File: src/rtl/rsts_consts.svh
// Register offsets, field positions and reset values of the status and test register group
`ifndef RSTS_CONSTS_SVH
`define RSTS_CONSTS_SVH

// ****************************************************************
// Register offsets
// ****************************************************************
`define RSTS_ADDR_GAIN_STATUS 8'h0e
`define RSTS_ADDR_SIG_STRENGTH 8'h0f
`define RSTS_ADDR_PAGED_STATUS 8'h10
`define RSTS_ADDR_MEAS_SEL 8'h11
`define RSTS_ADDR_TEST_SETTING 8'h12
`define RSTS_ADDR_VERSION 8'h13
`define RSTS_ADDR_CTRL 8'h20

// ****************************************************************
// Field positions and reset values
// ****************************************************************
`define RSTS_PAGE_EXT_BIT 16
`define RSTS_PAGE_HI 15
`define RSTS_PAGE_LO 14
`define RSTS_MEAS_SEL_RESET 8'h00
`define RSTS_MEAS_SEL_WMASK 8'h0f
`define RSTS_TEST_RESET 24'h000000
`define RSTS_VERSION_CODE 8'h5a
`define RSTS_RDATA_IDLE 24'h000000

`endif

File: src/rtl/rsts_pkg.sv
// Types shared by the status and test register group
package rsts_pkg;
  typedef enum logic [2:0] {
    RSTS_PAGE_LIMITER,
    RSTS_PAGE_OSC,
    RSTS_PAGE_FILTER_CAL,
    RSTS_PAGE_PILOT,
    RSTS_PAGE_RSV4,
    RSTS_PAGE_RSV5,
    RSTS_PAGE_RSV6,
    RSTS_PAGE_RSV7
  } rsts_page_t;

  typedef enum logic [2:0] {
    RSTS_MEAS_NONE = 3'h0,
    RSTS_MEAS_MIXER_A = 3'h1,
    RSTS_MEAS_RSV2 = 3'h2,
    RSTS_MEAS_ADC_PIN = 3'h3,
    RSTS_MEAS_RF_LEVEL = 3'h4,
    RSTS_MEAS_RSV5 = 3'h5,
    RSTS_MEAS_RSV6 = 3'h6,
    RSTS_MEAS_EXT_SUPPLY = 3'h7
  } rsts_meas_t;
endpackage

File: src/rtl/rsts_sync.sv
// Three-stage input synchroniser with agreement filter
`timescale 1ns/100ps
module rsts_sync #(
  parameter int WIDTH = 1
) (
  input wire logic clk_sys,
  input wire logic rstn,
  input wire logic [WIDTH-1:0] async_in,
  output logic [WIDTH-1:0] sync_out
);
  logic [WIDTH-1:0] stage1;
  logic [WIDTH-1:0] stage2;
  logic [WIDTH-1:0] stage3;

  always_ff @(posedge clk_sys) begin
    if (!rstn) begin
      stage1 <= '0;
      stage2 <= '0;
      stage3 <= '0;
    end else begin
      stage1 <= async_in;
      stage2 <= stage1;
      stage3 <= stage2;
    end
  end

  // A bit only moves once stages two and three agree
  genvar i;
  generate
    for (i = 0; i < WIDTH; i++) begin : g_bit
      always_ff @(posedge clk_sys) begin
        if (!rstn) begin
          sync_out[i] <= 1'b0;
        end else if (stage2[i] == stage3[i]) begin
          sync_out[i] <= stage3[i];
        end
      end
    end
  endgenerate
endmodule

File: src/rtl/rsts_regs.sv
// Status and test register group of the reader front end
//
// The strobed register port was chosen for this implementation.
`timescale 1ns/100ps
`include "rsts_consts.svh"

// Function
// - Gain step appears in bits 6..4 of the internal status register.
// - Bit 3 shows decoder source channel, tracked over reception and held from transmit until next reception.
// - Signal strength: channel B in upper nibble, channel A in lower.
// - Signal strength captured over reception, frozen once transmission starts.
// - Page 0 shows limiter levels A in bits 5..3, B in 2..0.
// - Page 1 shows oscillator range, type and pin voltage.
// - Page 2 shows highpass trim upper nibble, lowpass trim lower nibble.
// - Page 3 shows the eight-bit pilot frequency count.
// - Page number is test bit 16 above bits 15..14.
// - Measurement selector low code routes the converter source.
// - Measurement selector clears on reset or while chip enable is low.
module rsts_regs #(
  parameter logic [7:0] VERSION_CODE = `RSTS_VERSION_CODE // Arbitrary value
) (
  input wire logic clk_sys,
  input wire logic rstn,
  input wire logic [7:0] addr,
  input wire logic [23:0] wdata,
  input wire logic wr_stb,
  input wire logic rd_stb,
  output logic [23:0] rdata,
  input wire logic chip_en,
  input wire logic rx_start,
  input wire logic tx_start,
  input wire logic [2:0] gain_step,
  input wire logic in_select,
  input wire logic rf_ok,
  input wire logic pll_ok,
  input wire logic osc_ok,
  input wire logic [3:0] sig_level_a,
  input wire logic [3:0] sig_level_b,
  input wire logic [2:0] limiter_a,
  input wire logic [2:0] limiter_b,
  input wire logic [3:0] osc_range_info,
  input wire logic osc_type,
  input wire logic [2:0] osc_pin_volt,
  input wire logic [3:0] highpass_trim,
  input wire logic [3:0] lowpass_trim,
  input wire logic [7:0] pilot_freq,
  output logic [2:0] adc_src,
  output logic [2:0] status_page_sel,
  output logic [23:0] test_bits,
  output logic rx_window
);

  // ****************************************************************
  // Chip enable from pin
  // ****************************************************************
  logic chip_en_s;

  rsts_sync #(.WIDTH(1)) u_en_sync (
    .clk_sys(clk_sys),
    .rstn(rstn),
    .async_in(chip_en),
    .sync_out(chip_en_s)
  );

  // ****************************************************************
  // Reception window and captured status
  // ****************************************************************
  logic [7:0] gain_status;
  logic [7:0] sig_strength;
  logic [7:0] meas_sel;
  logic [23:0] test_setting;

  always_ff @(posedge clk_sys) begin
    if (!rstn) begin
      rx_window <= 1'b0;
    end else if (tx_start) begin
      rx_window <= 1'b0;
    end else if (rx_start) begin
      rx_window <= 1'b1;
    end
  end

  // Track live during reception; freeze at transmit so host sees last values
  always_ff @(posedge clk_sys) begin
    if (!rstn) begin
      sig_strength <= 8'h00;
    end else if ((rx_window || rx_start) && !tx_start) begin
      sig_strength <= {sig_level_b, sig_level_a};
    end
  end

  always_ff @(posedge clk_sys) begin
    if (!rstn) begin
      gain_status <= 8'h00;
    end else begin
      gain_status[7] <= 1'b0;
      gain_status[6:4] <= gain_step;
      gain_status[2:0] <= {rf_ok, pll_ok, osc_ok};
      if ((rx_window || rx_start) && !tx_start) begin
        gain_status[3] <= in_select;
      end
    end
  end

  // ****************************************************************
  // Writable registers
  // ****************************************************************
  always_ff @(posedge clk_sys) begin
    if (!rstn || !chip_en_s) begin
      meas_sel <= `RSTS_MEAS_SEL_RESET;
    end else if (wr_stb && addr == `RSTS_ADDR_MEAS_SEL) begin
      meas_sel <= wdata[7:0] & `RSTS_MEAS_SEL_WMASK;
    end
  end

  // Reserved bits are stored as written; zeroing them is the host's duty
  always_ff @(posedge clk_sys) begin
    if (!rstn || !chip_en_s) begin
      test_setting <= `RSTS_TEST_RESET;
    end else if (wr_stb && addr == `RSTS_ADDR_TEST_SETTING) begin
      test_setting <= wdata;
    end
  end

  assign status_page_sel = {test_setting[`RSTS_PAGE_EXT_BIT],
                            test_setting[`RSTS_PAGE_HI:`RSTS_PAGE_LO]};
  assign adc_src = meas_sel[2:0];
  assign test_bits = test_setting;

  // ****************************************************************
  // Paged status byte
  // ****************************************************************
  function automatic logic [7:0] page_byte(input logic [2:0] page);
    logic [7:0] b;
    b = 8'h00;
    case (rsts_pkg::rsts_page_t'(page))
      rsts_pkg::RSTS_PAGE_LIMITER: begin
        b = {2'b00, limiter_a, limiter_b};
      end
      rsts_pkg::RSTS_PAGE_OSC: begin
        b = {osc_range_info, osc_type, osc_pin_volt};
      end
      rsts_pkg::RSTS_PAGE_FILTER_CAL: begin
        b = {highpass_trim, lowpass_trim};
      end
      rsts_pkg::RSTS_PAGE_PILOT: begin
        b = pilot_freq;
      end
      default: begin
        b = 8'h00;
      end
    endcase
    return b;
  endfunction

  // ****************************************************************
  // Read port
  // ****************************************************************
  // Unmapped addresses and idle cycles read zero
  always_ff @(posedge clk_sys) begin
    if (!rstn) begin
      rdata <= `RSTS_RDATA_IDLE;
    end else if (!rd_stb) begin
      rdata <= `RSTS_RDATA_IDLE;
    end else if (addr == `RSTS_ADDR_GAIN_STATUS) begin
      rdata <= {16'h0000, gain_status};
    end else if (addr == `RSTS_ADDR_SIG_STRENGTH) begin
      rdata <= {16'h0000, sig_strength};
    end else if (addr == `RSTS_ADDR_PAGED_STATUS) begin
      rdata <= {16'h0000, page_byte(status_page_sel)};
    end else if (addr == `RSTS_ADDR_MEAS_SEL) begin
      rdata <= {16'h0000, meas_sel};
    end else if (addr == `RSTS_ADDR_TEST_SETTING) begin
      rdata <= test_setting;
    end else if (addr == `RSTS_ADDR_VERSION) begin
      rdata <= {16'h0000, VERSION_CODE};
    end else begin
      rdata <= `RSTS_RDATA_IDLE;
    end
  end

endmodule

File: config.mk
export PLATFORM = sky130hd
export DESIGN_NAME = rsts_regs
export DESIGN_NICKNAME = d
export VERILOG_FILES = /design/src/rtl/rsts_pkg.sv /design/src/rtl/rsts_sync.sv /design/src/rtl/rsts_regs.sv
export VERILOG_INCLUDE_DIRS = /design/src /design/src/rtl
export SDC_FILE = /design/constraint.sdc
export NUM_CORES = 1
export LEC_CHECK = 0
export BUFFER_PORTS_ARGS = -buffer_cell sky130_fd_sc_hd__buf_2
export CORE_UTILIZATION = 40
export DETAILED_ROUTE_END_ITERATION = 6
export PLACE_DENSITY = 0.69
export SETUP_SLACK_MARGIN = 0.05
export SYNTH_ARGS = -nofsm -noshare
export SYNTH_HDL_FRONTEND = slang
export SYNTH_HIERARCHICAL = 1
export SYNTH_SLANG_ARGS = --single-unit
File: constraint.sdc
create_clock -name clk_sys -period 1.93 [get_ports clk_sys]
set_clock_uncertainty 0.1 [all_clocks]
set_input_delay 0.386 -clock clk_sys [delete_from_list [all_inputs] [get_ports clk_sys]]
set_output_delay 0.386 -clock clk_sys [all_outputs]
set_load 0.005 [all_outputs]
### Word-level counts from Yosys, hierarchy flattened

Index checks and enable logic that the tools add are counted.

* register bits after elaboration: 73
* input bits: 84
* output and inout port bits: 55

* equal/unequal tests: 10
* multiplexer cells: 7
* bitwise gates (word level): 2
* reductions and logical operators: 12

Operators by type and width (count)
* 8-bit by 5-bit equality test with 1-bit output, second input constant: 4
* 8-bit two-way mux: 4
* 8-bit one-hot mux with 4 select lines: 1
* 24-bit two-way mux: 1
* 8-bit by 4-bit equality test with 1-bit output, second input constant: 2
* 7-bit two-way mux: 1
* 3-bit by 2-bit equality test with 1-bit output, second input constant: 2
* 6-bit OR reduction: 1
* 3-bit by 1-bit equality test with 1-bit output, second input constant: 1
* 1-bit logical AND: 3
* 1-bit logical NOT: 3
* 3-bit logical NOT: 1
* 1-bit logical OR: 2
* 1-bit NOT: 2
* 2-bit AND reduction: 1
* 2-bit OR reduction: 1
* 1-bit equality test: 1

### Logic depth before layout (Yosys ltp)

* depth after elaboration: 7
* gate-level depth with buffers: 7
* gate-level depth less buffers: 4

### Hierarchy

The synthesis kept the hierarchy.

By module, submodules not included
* rsts_regs: instances 1, cells each 322, area each 2969.1 um^2, sequential area each 1361.3 um^2
* rsts_sync: instances 1, cells each 10, area each 116.4 um^2, sequential area each 80.1 um^2

### Worst setup path before layout

OpenSTA, ideal clock, no wires.

* path type: register to register
* start point: reg test_setting[14], in the netlist test_bits[14]
* end point: reg rdata[2]
* arrival: 1401 ps
* data required time: 1714 ps
* setup slack: 314 ps
* stages on the path, launching flop included: 6
* buffers on the path: 1
* period minus slack after synthesis: 1616 ps
* path through: dfxtp_1 > buf_6 > mux4_2 > a22oi_1 > nor4_1 > a31o_1

* cells in the longest elaborated chain, start to end: 5
* elaborated cells between the ends (all ways): 8

RTL lines
* start: declaration: line rsts_regs.sv:71 `logic [23:0] test_setting;`
* start signal: assignment: line rsts_regs.sv:119 `` test_setting <= `RSTS_TEST_RESET; ``
* start signal: assignment: line rsts_regs.sv:121 `test_setting <= wdata;`
* 3-bit by 2-bit equality test with 1-bit output (tied with other cells): line rsts_regs.sv:136 `case (rsts_pkg::rsts_page_t'(page))`
* 8-bit one-hot mux with 4 select lines (*): line rsts_regs.sv:136
* 8-bit two-way mux (*): line rsts_regs.sv:169 `` end else if (addr == `RSTS_ADDR_PAGED_STATUS) begin ``
* 8-bit two-way mux (*): line rsts_regs.sv:167 `` end else if (addr == `RSTS_ADDR_SIG_STRENGTH) begin ``
* 8-bit two-way mux (*): line rsts_regs.sv:165 `` end else if (addr == `RSTS_ADDR_GAIN_STATUS) begin ``
* end signal: assignment: line rsts_regs.sv:166 `rdata <= {16'h0000, gain_status};`
* end signal: assignment: line rsts_regs.sv:168 `rdata <= {16'h0000, sig_strength};`
* end signal: assignment: line rsts_regs.sv:170 `rdata <= {16'h0000, page_byte(status_page_sel)};`
* end: declaration: line rsts_regs.sv:28 `output logic [23:0] rdata,`

Mark *: on every way between the ends. The rest lies on a longest branch, timed or not.
A chain may end at the register's enable or synchronous reset.

### Worst setup path in the final report

* start point: reg test_setting[15], in the netlist test_bits[15]
* end point: reg rdata[6]

The elaborated chain is that of the path after synthesis.

==> metrics.md <==
| Metric | Value |
|---|---|
| Status | completed |
| Via density | 4.93 |
| Num ports | 139 |
| Most common cell in the netlist | nand2_1 |
| Max Root-Sink Buffers | 2 |
| Final std cell area, no fill | 0.00401 mm^2 |
| Count of standard-cell rows | 31 |
| Leakage | 1.84 nW |
| Diodes inserted | 0 |
| Relative slew slack | 0.623 |
| Tightest Hold Check Type | primary input to flop |
| Placed wire-length estimate | 5990 um |
| Most instantiated flip-flop cell in the synthesis netlist | dfxtp_1 |
| Final worst-path cycle share | 0.911 |
| Clock buffers created by TritonCTS | 9 |
| Cell count of the worst hold path | 2 |
| Antenna-violating nets left | 0 |
| Endpoint class of the critical path | flop |
| Synthesis-to-layout area growth | 29.9% |
| Transition time at the pin with the least slew margin | 0.564 ns |
| Worst path slowest cell | dfxtp_1 |
| Crit path arrival time | 1.94 ns |
| Length of the first detailed-routing pass in iterations | 4 |
| Global-route wire length before repair | 12100 um |
| Flops & latches, synth | 72 |
| CTS Sinks | 72 |
| Worst stage delay on the critical path | 0.60 ns |
| Number of gates resized after cts | 0 |
| Drt wl/cell | 13.7 um |
| Final TNS setup | 0 ns |
| Worst IR drop on VDD | 0.000367 V |
| Starting DRT DRC Count | 145 |
| Layout net count | 549 |
| Number of instances in the synthesized netlist | 332 |
| Total track usage | 0.192 |
| Vias after detailed routing | 2807 |
| Sequential-to-total area share from yosys stat | 0.467 |
| Number of failing setup endpoints in the final timing report | 0 |
| Async set or reset register ratio after synthesis | 0 |
| Initial core utilization | 0.419 |
| Total met3 wirelength after detailed routing | 400 um |
| Residual overflow from global routing | 0 |
| Setup repair after global routing missed its margin | no |
| H-tree depth reported by CTS | 3 |
| Layout cells sized above 1 | 0.383 |
| Mean instance size in the synthesized netlist | 9.29 um^2 |
| Ranking of synthesized cells by area | dfxtp_1 47%, nand2_1 9.9%, and2_1 4.9% |
| Pwr/cell area | 724 mW/mm^2 |
| Final period demand of the worst path | 1.76 ns |
| Hold buffer count at cts | 0 |
| CTS Root Cell | clkbuf_8 |
| Largest area contributor in the synthesized netlist | dfxtp_1 |
| Setup repair bufs after CTS | 0 |
| Final wirelength | 7810 um |
| Worst EP required | 2.11 ns |
| Die width | 89.8 um |
| Maxcap violations | 0 |
| Pin count of the biggest net entering global routing | 29 |
| Sort of element at the start of the critical path | flop |
| Clock-pin transition on the worst setup and hold timing paths | 0.08 ns |
| Area after DPL | 0.00381 mm^2 |
| Total count of hold-check failures in the final report | 0 |
| Total core area | 0.00737 mm^2 |
| WL met2 | 3950 um |
| Critical path, cell by cell | and2b_2 > a22oi_1 > o41ai_1 > o211a_1 |
| CTS tree | yes |
| Drc violations | 0 |
| Depth of the most critical reg-to-reg path | 4 |
| Area share of the largest cell type after synthesis | 0.467 |
| Fmax | 568 MHz |
| Number of buffers added on ports | 138 |
| GPL Wtd Cong | 0.822 |
| CP max FO | 13 |
| Cell area after synthesis | 0.00309 mm^2 |
| Clock network latency to the later pin of the worst-skew pair | 0.34 ns |
| Die height | 89.8 um |
| Area of the die | 0.00807 mm^2 |
| Number of synthesized flops with an enable pin | 0 |
| Slew Viols, Final | 0 |
| Synthesized net count | 416 |
| WS Path Type | flop to flop |
| List of most frequent post-synthesis cells | 81 x nand2_1, 72 x dfxtp_1, 27 x a21oi_1 |
| Synth Warn # | 6 |
| Initial antenna violation count | 0 |
| M1 wire length | 3360 um |
| Vias in the first global route | 2469 |
| DR top layer | met4 |
| Post-synthesis cell type count | 55 |
cells in the final DEF (no fill, tap or decap), types with 3 or more instances in the layout:
cell type	count
mux4_1	4
nand2_1	81
buf_2	138
dfxtp_1	72
nand3_1	6
clkbuf_8	9
buf_4	9
a22oi_1	4
a21boi_0	9
a21o_1	3
nand4_1	3
and2_1	24
mux2i_1	7
a21oi_1	27
and3_1	4
nor2_1	10
path summary, 6_finish.rpt:
| path | startpoint | slack [ns] | to |
|---|---|---|---|
| min reg2reg | u_en_sync/stage1 | 0.34 | u_en_sync/stage2 |
| max | test_bits[15] | 0.17 | rdata[6] |
| max reg2reg | test_bits[15] | 0.17 | rdata[6] |
| min | chip_en | 0.15 | u_en_sync/stage1 |
critical path: cells and delay by family, from the launching register on:
kind            cells  cell delay (ns)
flops               1             0.60
simple gates        1             0.23
compound gates      3             0.77
layout make-up:
cell class / instances / area [um^2]
Clock inverter: 6 / 68.8
Multi-Input combinational cell: 230 / 1430
Fill cell: 711 / 3360
Timing Repair Buffer: 150 / 810
Clock buffer: 10 / 128
Tap cell: 99 / 124
Inverter: 2 / 7.51
Sequential cell: 72 / 1440
metrics by stage:
step	total power, mW	utilization	hold slack (ns)	std cells	setup WS, ns
finish	2.90	0.544	0.145	569	0.171
global route	3.02	0.544	0.137	569	0.0873
CTS	2.93	0.543	0.135	569	0.142
detailed placement	1.76	0.517	0.316	553	0.0528
global placement	1.76	0.517	0.318	553	0.0411
floorplan	1.65	-	0.306	332	0.314
logic make-up after synthesis:
group | share of synthesized area
multiplexers | 0.0787
AND/OR/NAND/NOR | 0.240
buffers and inverters | 0.0693
AO/OA/AOI/OAI | 0.144
flip-flops | 0.467
metal layers:
| metal | track usage | vias up |
|---|---|---|
| met3 | 0.0541 | 10 |
| li1 | - | 1412 |
| met2 | 0.327 | 99 |
| met1 | 0.235 | 1286 |
| met4 | 0.0615 | 0 |
| met5 | 0 | - |
power by group:
| part | internal [mW] | switching [mW] | total (mW) | leakage, nW |
|---|---|---|---|---|
| combinational | 0.113 | 0.0990 | 0.212 | 1.15 |
| clock | 0.604 | 0.572 | 1.18 | 0.0968 |
| sequential | 1.51 | 0.00984 | 1.52 | 0.583 |
| total | 2.22 | 0.681 | 2.90 | 1.84 |
registers in the layout, summed over array words and instances (netlist names):
register and flops:
rdata 24, u_en_sync/stage3 1, meas_sel 4, u_en_sync/sync_out 1
u_en_sync/stage1 1, u_en_sync/stage2 1, test_bits 24, rx_window 1
sig_strength 8, gain_status 7
No activity file was read; power rests on OpenSTA's default activity.
